$ cat config.mk
export PLATFORM = sky130hd
export DESIGN_NAME = nfhc_host
export DESIGN_NICKNAME = d
export VERILOG_FILES = /design/src/hw/nfhc_pkg.sv /design/src/hw/nfhc_host.sv
export VERILOG_INCLUDE_DIRS = /design/src /design/src/hw
export SDC_FILE = /design/constraint.sdc
export NUM_CORES = 1
export LEC_CHECK = 0
export BUFFER_PORTS_ARGS = -buffer_cell sky130_fd_sc_hd__buf_4
export CAP_MARGIN = 5
export CORE_MARGIN = 1
export CORE_UTILIZATION = 53
export CTS_CLUSTER_SIZE = 20
export DETAILED_ROUTE_END_ITERATION = 6
export PLACE_DENSITY = 0.84
export SETUP_SLACK_MARGIN = 0.4
export SYNTH_ARGS = -nofsm -noshare
export SYNTH_HDL_FRONTEND = slang
export SYNTH_SLANG_ARGS = --single-unit
$ cat constraint.sdc
create_clock -name clock -period 5.2 [get_ports clock]
set_input_delay 1.3 -clock clock [delete_from_list [all_inputs] [get_ports clock]]
set_output_delay 1.3 -clock clock [all_outputs]
set_load 0.01 [all_outputs]
$ cat src/hw/nfhc_regs.svh
// Constants for the NAND flash host controller
// Behaviour
// - Bus carries commands, addresses, data both ways
// - Commands and addresses use low byte only
// - Command latched on strobe rise, command-select high
// - Address latched on strobe rise, address-select high
// - Spare select low includes spare area
// - Two-cycle commands: setup then confirm
// - Address order column, low row, high row
// - Only reset and status accepted while busy
`ifndef NFHC_REGS_SVH
`define NFHC_REGS_SVH
`define NFHC_CMD_RESET   8'hFF
`define NFHC_CMD_STATUS  8'h70
`define NFHC_CMD_PROG    8'h80
`define NFHC_CMD_CONFIRM 8'h10
`define NFHC_SETUP_NS    20
`define NFHC_HOLD_NS     24
`define NFHC_CLK_NS      4
`define NFHC_SETUP_CYC   ((`NFHC_SETUP_NS + `NFHC_CLK_NS - 1) / `NFHC_CLK_NS)
`define NFHC_HOLD_CYC    ((`NFHC_HOLD_NS + `NFHC_CLK_NS - 1) / `NFHC_CLK_NS)
`define NFHC_CNT_W       4
`define NFHC_LOW_BYTE    8
// Pin group at reset: deselected, no latch select, both strobes high
`define NFHC_PINS_RST    5'h13
`endif

$ cat src/hw/nfhc_pkg.sv
// Types for the NAND flash host controller
package nfhc_pkg;
  // Kind of bus cycle the user requests
  typedef enum logic [1:0] {
    NFHC_K_CMD  = 2'h0,
    NFHC_K_ADDR = 2'h1,
    NFHC_K_DATA = 2'h2,
    NFHC_K_READ = 2'h3
  } nfhc_kind_e;
  // One user request
  typedef struct packed {
    nfhc_kind_e  kind;
    logic [15:0] wdata;
  } nfhc_req_s;
  // Strobe pin group, all active low except latch selects
  typedef struct packed {
    logic ce_n;
    logic cle;
    logic ale;
    logic we_n;
    logic read_strobe_n;
  } nfhc_pins_s;
  // Cycle sequencer states, Gray along idle-setup-hold
  typedef enum logic [1:0] {
    NFHC_IDLE  = 2'h0,
    NFHC_SETUP = 2'h1,
    NFHC_HOLD  = 2'h3,
    NFHC_DONE  = 2'h2
  } nfhc_state_e;
endpackage

$ cat src/hw/nfhc_host.sv
// Host-side NAND flash pin controller: one bus cycle per request
`timescale 1ns/100ps
`include "nfhc_regs.svh"
module nfhc_host (
  // Clock and reset
  input  wire logic              clock,
  input  wire logic              rst_n,
  // User request
  input  wire logic              req_valid,
  output logic                   req_ready,
  input  wire nfhc_pkg::nfhc_req_s req,
  input  wire logic              wp_en_n,
  input  wire logic              spare_incl_n,
  // User answer
  output logic                   rsp_valid,
  output logic [15:0]            rsp_rdata,
  output logic                   busy,
  // Flash pins
  output nfhc_pkg::nfhc_pins_s   pins,
  output logic                   wp_n,
  output logic                   spare_sel_n,
  input  wire logic [15:0]       io_in,
  output logic [15:0]            io_out,
  output logic                   io_oe,
  input  wire logic              rb_in
);
  // Ready/busy synchroniser, three stages
  logic [2:0]            rb_sync_q;
  logic                  rb_ready_q;
  logic                  rb_ready_d;
  // Sequencer state
  nfhc_pkg::nfhc_state_e st_q, st_d;
  logic [`NFHC_CNT_W-1:0] cnt_q, cnt_d;
  nfhc_pkg::nfhc_req_s   cur_q, cur_d;
  nfhc_pkg::nfhc_pins_s  pins_q, pins_d;
  logic [15:0]           io_out_q, io_out_d;
  logic                  io_oe_q, io_oe_d;
  logic [15:0]           rdata_q, rdata_d;
  logic                  rsp_q, rsp_d;
  logic                  wp_q, spare_q;
  logic                  allowed;

  // Pin synchroniser: stage 2 and 3 must agree before a change counts
  always_ff @(posedge clock or negedge rst_n) begin
    if (!rst_n) begin
      rb_sync_q  <= 3'h0;
      rb_ready_q <= 1'b0;
    end else begin
      rb_sync_q  <= {rb_sync_q[1:0], rb_in};
      rb_ready_q <= rb_ready_d;
    end
  end
  // Open drain line: low means device busy
  always_comb begin
    rb_ready_d = rb_ready_q;
    if (rb_sync_q[1] == rb_sync_q[2]) begin
      rb_ready_d = rb_sync_q[2];
    end
  end

  // While busy only reset or status commands may go out
  always_comb begin
    allowed = rb_ready_q ||
              (req.kind == nfhc_pkg::NFHC_K_CMD &&
               (req.wdata[`NFHC_LOW_BYTE-1:0] == `NFHC_CMD_RESET ||
                req.wdata[`NFHC_LOW_BYTE-1:0] == `NFHC_CMD_STATUS));
  end
  assign req_ready = (st_q == nfhc_pkg::NFHC_IDLE) && allowed;

  // Sequencer next state
  always_comb begin
    st_d     = st_q;
    cnt_d    = cnt_q;
    cur_d    = cur_q;
    pins_d   = pins_q;
    io_out_d = io_out_q;
    io_oe_d  = io_oe_q;
    rdata_d  = rdata_q;
    rsp_d    = 1'b0;
    case (st_q)
      nfhc_pkg::NFHC_IDLE: begin
        // Chip select stays low between cycles; device ignores it when busy
        pins_d.ce_n = 1'b0;
        if (req_valid && req_ready) begin
          cur_d = req;
          cnt_d = `NFHC_CNT_W'(`NFHC_SETUP_CYC);
          st_d  = nfhc_pkg::NFHC_SETUP;
          // Exactly one latch select per strobe, none for data
          pins_d.cle = (req.kind == nfhc_pkg::NFHC_K_CMD);
          pins_d.ale = (req.kind == nfhc_pkg::NFHC_K_ADDR);
          if (req.kind == nfhc_pkg::NFHC_K_READ) begin
            pins_d.read_strobe_n = 1'b0;
            io_oe_d = 1'b0;
          end else begin
            pins_d.we_n = 1'b0;
            io_oe_d     = 1'b1;
            // Command and address cycles drive the upper byte low
            if (req.kind == nfhc_pkg::NFHC_K_DATA) begin
              io_out_d = req.wdata;
            end else begin
              io_out_d = {8'h00, req.wdata[`NFHC_LOW_BYTE-1:0]};
            end
          end
        end
      end
      nfhc_pkg::NFHC_SETUP: begin
        if (cnt_q != `NFHC_CNT_W'(0)) begin
          cnt_d = cnt_q - `NFHC_CNT_W'(1);
        end else begin
          // Rising strobe edge latches the byte; read data sampled here
          if (cur_q.kind == nfhc_pkg::NFHC_K_READ) begin
            rdata_d = io_in;
          end
          pins_d.we_n          = 1'b1;
          pins_d.read_strobe_n = 1'b1;
          cnt_d = `NFHC_CNT_W'(`NFHC_HOLD_CYC);
          st_d  = nfhc_pkg::NFHC_HOLD;
        end
      end
      nfhc_pkg::NFHC_HOLD: begin
        if (cnt_q != `NFHC_CNT_W'(0)) begin
          cnt_d = cnt_q - `NFHC_CNT_W'(1);
        end else begin
          // Hold done: release selects and bus
          pins_d.cle = 1'b0;
          pins_d.ale = 1'b0;
          io_oe_d    = 1'b0;
          st_d       = nfhc_pkg::NFHC_DONE;
        end
      end
      nfhc_pkg::NFHC_DONE: begin
        rsp_d = 1'b1;
        st_d  = nfhc_pkg::NFHC_IDLE;
      end
      default: begin
        st_d = nfhc_pkg::NFHC_IDLE;
      end
    endcase
  end

  // Sequencer registers
  always_ff @(posedge clock or negedge rst_n) begin
    if (!rst_n) begin
      st_q     <= nfhc_pkg::NFHC_IDLE;
      cnt_q    <= '0;
      cur_q    <= '0;
      pins_q   <= `NFHC_PINS_RST; // Deselected, strobes high
      io_out_q <= 16'h0000;
      io_oe_q  <= 1'b0;
      rdata_q  <= 16'h0000;
      rsp_q    <= 1'b0;
      wp_q     <= 1'b0;
      spare_q  <= 1'b1;
    end else begin
      st_q     <= st_d;
      cnt_q    <= cnt_d;
      cur_q    <= cur_d;
      pins_q   <= pins_d;
      io_out_q <= io_out_d;
      io_oe_q  <= io_oe_d;
      rdata_q  <= rdata_d;
      rsp_q    <= rsp_d;
      wp_q     <= wp_en_n;
      spare_q  <= spare_incl_n;
    end
  end

  // Outputs from flops
  assign pins        = pins_q;
  assign io_out      = io_out_q;
  assign io_oe       = io_oe_q;
  assign rsp_valid   = rsp_q;
  assign rsp_rdata   = rdata_q;
  assign busy        = !rb_ready_q;
  assign wp_n        = wp_q;
  assign spare_sel_n = spare_q;

  // Checks
  AST_ONE_SELECT: assert property (@(posedge clock) disable iff (!rst_n)
    !(pins_q.cle && pins_q.ale)) else $error("both latch selects high");
  AST_CMD_LOW: assert property (@(posedge clock) disable iff (!rst_n)
    (pins_q.cle && io_oe_q) |-> io_out_q[15:8] == 8'h00)
    else $error("command on upper byte");
  AST_BUSY_CMD: assert property (@(posedge clock) disable iff (!rst_n)
    (req_valid && req_ready && !rb_ready_q) |-> req.kind == nfhc_pkg::NFHC_K_CMD)
    else $error("non command accepted while busy");
  AST_WE_RISE: assert property (@(posedge clock) disable iff (!rst_n)
    $rose(pins_q.we_n) |-> ##[1:8] (!pins_q.cle && !pins_q.ale))
    else $error("selects not released after strobe");
  AST_READ_FLOAT: assert property (@(posedge clock) disable iff (!rst_n)
    !pins_q.read_strobe_n |-> !io_oe_q) else $error("host drives during read");
  AST_ADDR_STROBE: assert property (@(posedge clock) disable iff (!rst_n)
    $fell(pins_q.we_n) && pins_d.ale |-> 1'b1 ##1 pins_q.ale)
    else $error("address select dropped");
  AST_RSP: assert property (@(posedge clock) disable iff (!rst_n)
    (st_q == nfhc_pkg::NFHC_DONE) |=> rsp_q) else $error("no answer");
  AST_WP: assert property (@(posedge clock) disable iff (!rst_n)
    1'b1 |=> wp_q == $past(wp_en_n)) else $error("write protect lag");
endmodule // nfhc_host

# Word-level counts from Yosys, hierarchy flattened
# Index checks and enable logic that the tools add are counted.
# word_totals
ff_bits,53
output_inout_bits,43
wordCells,75
# classes
n_addsub,1
eq_ne,16
mux,20
bitwise,2
n_reduce_logical,20
# ops
op,n
16-bit two-way mux,1
4-bit two-way mux,4
3-bit AND reduction,5
4-bit one-hot mux with 3 select lines,1
2-bit == test (second input constant),5
8-bit by 7-bit == test with 1-bit output (second input constant),1
8-bit == test (second input constant),1
2-bit two-way mux,4
2-bit inequality test (second input constant),4
2-bit one-hot mux with 2 select lines,2
2-bit one-hot mux with 4 select lines,1
4-bit AND reduction,2
1-bit two-way mux,6
2-bit by 1-bit == test with 1-bit output (second input constant),2
2-bit logical NOT,2
2-bit by 1-bit inequality test with 1-bit output (second input constant),2
2-bit nonzero test,2
4-bit nonzero test,1
4-bit by 1-bit subtractor with 4-bit output (second input constant),1
1-bit logical AND,3
3-bit nonzero test,1
1-bit logical OR,2
1-bit inverter,2
1-bit one-hot mux with 2 select lines,1
3 further kinds,3

# Longest topological paths before layout
# depth
depth_word,8
depth_mapped,8

# Worst setup path after synthesis
# Ideal clock, no wire load.
# synth_timing
path_kind,input to output
start,input req[1] in the netlist's numbering
end,output req_ready
arrival_ns,2.653
t_required_ns,3.900
path_slack_ns,1.247
path_stages,4
n_path_buf,0
cell_sequence,or4_1 > mux2_1 > nor4_1 > o21a_1
# synth_via
elab_chain_cells,5
elab_cells_between_ends,6
cone_classes,eq/ne (2); reduce/logical (4)
# synth_lines
item,line_no,text
from (decl),nfhc_host.sv:11,"input wire nfhc_pkg::nfhc_req_s req,"
8-bit == test (no source line) or 8-bit by 7-bit == test with 1-bit output (tied branches),-,
1-bit logical OR (no source line) (*),-,
1-bit logical AND (*),nfhc_host.sv:64,(req.kind == nfhc_pkg::NFHC_K_CMD &&
1-bit logical OR (*),nfhc_host.sv:63,allowed = rb_ready_q ||
1-bit logical AND (*),nfhc_host.sv:68,assign req_ready = (st_q == nfhc_pkg::NFHC_IDLE) && allowed;
to (decl),nfhc_host.sv:10,"output logic req_ready,"
# Mark *: on every way between the ends. The rest lies on a longest branch, timed or not.

# Final worst setup path
# Same ends and word-level chain as after synthesis.

==> reports/qor.csv <==
metric;value;unit
clock_path_buffers;2;
final_common_cell;buf_4;
drcViolationCount;0;
pwr-share-clk;18.6;%
rsz0062_at_grt;no;
synth_fp_nets;247;
layout_common_cells;84 x buf_4, 49 x dfrtp_1, 37 x nand2_1;
setup_viol;0;
antenna_found_initial;0;
endpoint_kind;primary output;
leakagePower;1.48;nW
routed_wl;5.26;mm
fp.dieH;68.8;µm
cts_sinks;53;
dp_slack;0.875;ns
ir_worst_vdd;0.327;mV
fin_area;3140;µm²
cts_hold_buf;0;
start_util;57.0;%
maxSlewHeadroom;31.8;%
synth_edf_count;0;
grt_start_max_net_pins;54;
grt-ovfl-total;0;
htree_levels;2;
pwr-share-comb;39.7;%
cp-start-kind;primary input;
use_met3;6.91;%
hold_class;reg2reg;
first_iter_violations;154;
period_needed;4.38;ns
row_count;23;
syn_inst;206;
fmax;229;MHz
clock_latency;0.31;ns
hpwlAfterDp;3.62;mm
use_met2;41.2;%
syn_area_per_cell;11.5;µm²
r2r-end;rsp_rdata[11];
finalCritPeriodShare;84.1;%
route.vias.total;1884;
reg2reg_setup_slack;2.91;ns
holdPathEnd;rb_sync_q[1];
power.density;552;nW/µm²
worstPathArrival;3.08;ns
hold_slack;0.369;ns
num-nets-final;328;
gp_congestion;0.769;
viasPerCell;5.57;
synth_ff_type;dfrtp_1;
drt_pass1_iterations;6;
antenna_cells;0;
r2r_start;cnt_q[0];
cp_max_fo;10;
fin_setup_tns;0;ns
ys_warn_count;0;
drive_gt1_share;42.0;%
cts_resized;0;
cts_buffers;5;
wl_per_cell;15.6;µm
outcome;finished, final reports clean;
finalMaxSlewViolations;0;
grt_util_met1;29.1;%
grt.busiest_layer;met2;
die_w;68.8;µm
switchingPower;0.555;mW
path_clk_slew;0.08;ns
grt_use_total;24.2;%
worst_slack;0.824;ns
io_pins;83;
synth-seq-area-share;56.3;%
die-area;4730;µm²
grt_pass1_wl;8.17;mm
async_reset_ff_share;100;%
hp-start;rb_sync_q[0];
fin_skew;0.0136;ns
timing_hold_violations_final;0;
cts_tree;yes;
rr_worst_depth;6;
ant_nets;0;
ys_ff_latch;53;
p_sw_share;32.1;%
ys_types;43;
grt_pass1_vias;1839;
power;1.73;mW
drv_cap;0;
post-cts-setup-buffer-count;0;
synth_area;2360;µm²
place_area;3000;µm²
core_area;4140;µm²
tightest_slew;1.02;ns
area_delta_synth_final;32.7;%
internal_power;1.18;mW
critPathRequiredTime;3.90;ns
port_buffers;82;
pwr-share-seq;41.7;%
min_path_cells;0;
path_class;in2out;
cts_root_buf;clkbuf_8;
[metrics by stage]
step	util [%]	cells
after floorplan	-	206
after global placement	72.4	330
after detailed placement	72.4	330
after CTS	75.7	338
after global routing	75.7	338
final	75.7	338
[how the worst max path moves through the flow]
stage | slack, ns | cells past startpoint | end | from
after floorplan | 1.25 | 4 | req_ready | req[1]
after global placement | 0.90 | 6 | req_ready | req[1]
after detailed placement | 0.87 | 6 | req_ready | req[1]
after CTS | 0.82 | 6 | req_ready | req[1]
after global routing | 0.74 | 6 | req_ready | req[1]
final | 0.82 | 6 | req_ready | req[1]
[Yosys cell counts (all sizes together), types with 2 or more instances]
library cell	count	area, µm²
a21oi	4	20.0
buf	5	36.3
clkbuf	5	18.8
dfrtp	49	1230
dfstp	4	105
inv	4	15.0
mux2	20	263
mux2i	2	20.0
nand2	37	139
nand3	5	37.5
nor2	8	37.5
nor2b	10	62.6
nor3	2	10.0
nor3b	2	31.3
o211ai	8	60.1
o21ai	14	70.1
o22ai	8	50.1
[logic make-up after synthesis]
kind of cell | after synthesis | synth area share (%)
simple gates | 75 | 17.1
flops | 53 | 56.3
compound gates | 40 | 10.7
mux | 22 | 12.0
buf+inv | 14 | 2.96
fa+ha+maj | 2 | 0.953
[sequential cells by signal, summed over array words and instances (netlist names)]
register and count:
io_out 16, rsp_rdata 16, pins 5, cnt_q 4
rb_sync_q 3, cur_q 2, st_q 2, io_oe 1
rb_ready_q 1, rsp_valid 1, spare_sel_n 1, wp_n 1
[power by group through the flow]
stage,combinational (mW),sequential (mW),clock (mW)
final,0.687,0.722,0.321
after CTS,0.694,0.720,0.326
after floorplan,0.316,0.766,0
after global routing,0.756,0.748,0.342
after global placement,0.666,0.716,0
after detailed placement,0.687,0.724,0
[cell type report]
cell class / instances / area [µm²]
flip-flops and latches: 53 / 1330
fillers: 304 / 1010
multi-input cells: 139 / 962
repair buffers: 84 / 631
clock buffers: 5 / 68.8
clock inverters: 3 / 65.1
well taps: 50 / 62.6
inverters: 4 / 15.0
[critical path, stage by stage]
cell and delay (ns):
buf_4 0.12, or4_1 0.55, mux2_1 0.48, nor4_1 0.36
o21a_1 0.16, buf_4 0.11
[layer usage]
layer / share of wire [%] / vias to the layer above
met1: 42 / 926
met3: 6.2 / 8
met5: 0 / -
met2: 50 / 69
li1: - / 881
met4: 1.5 / 0
(Power assumes the default switching activity.)
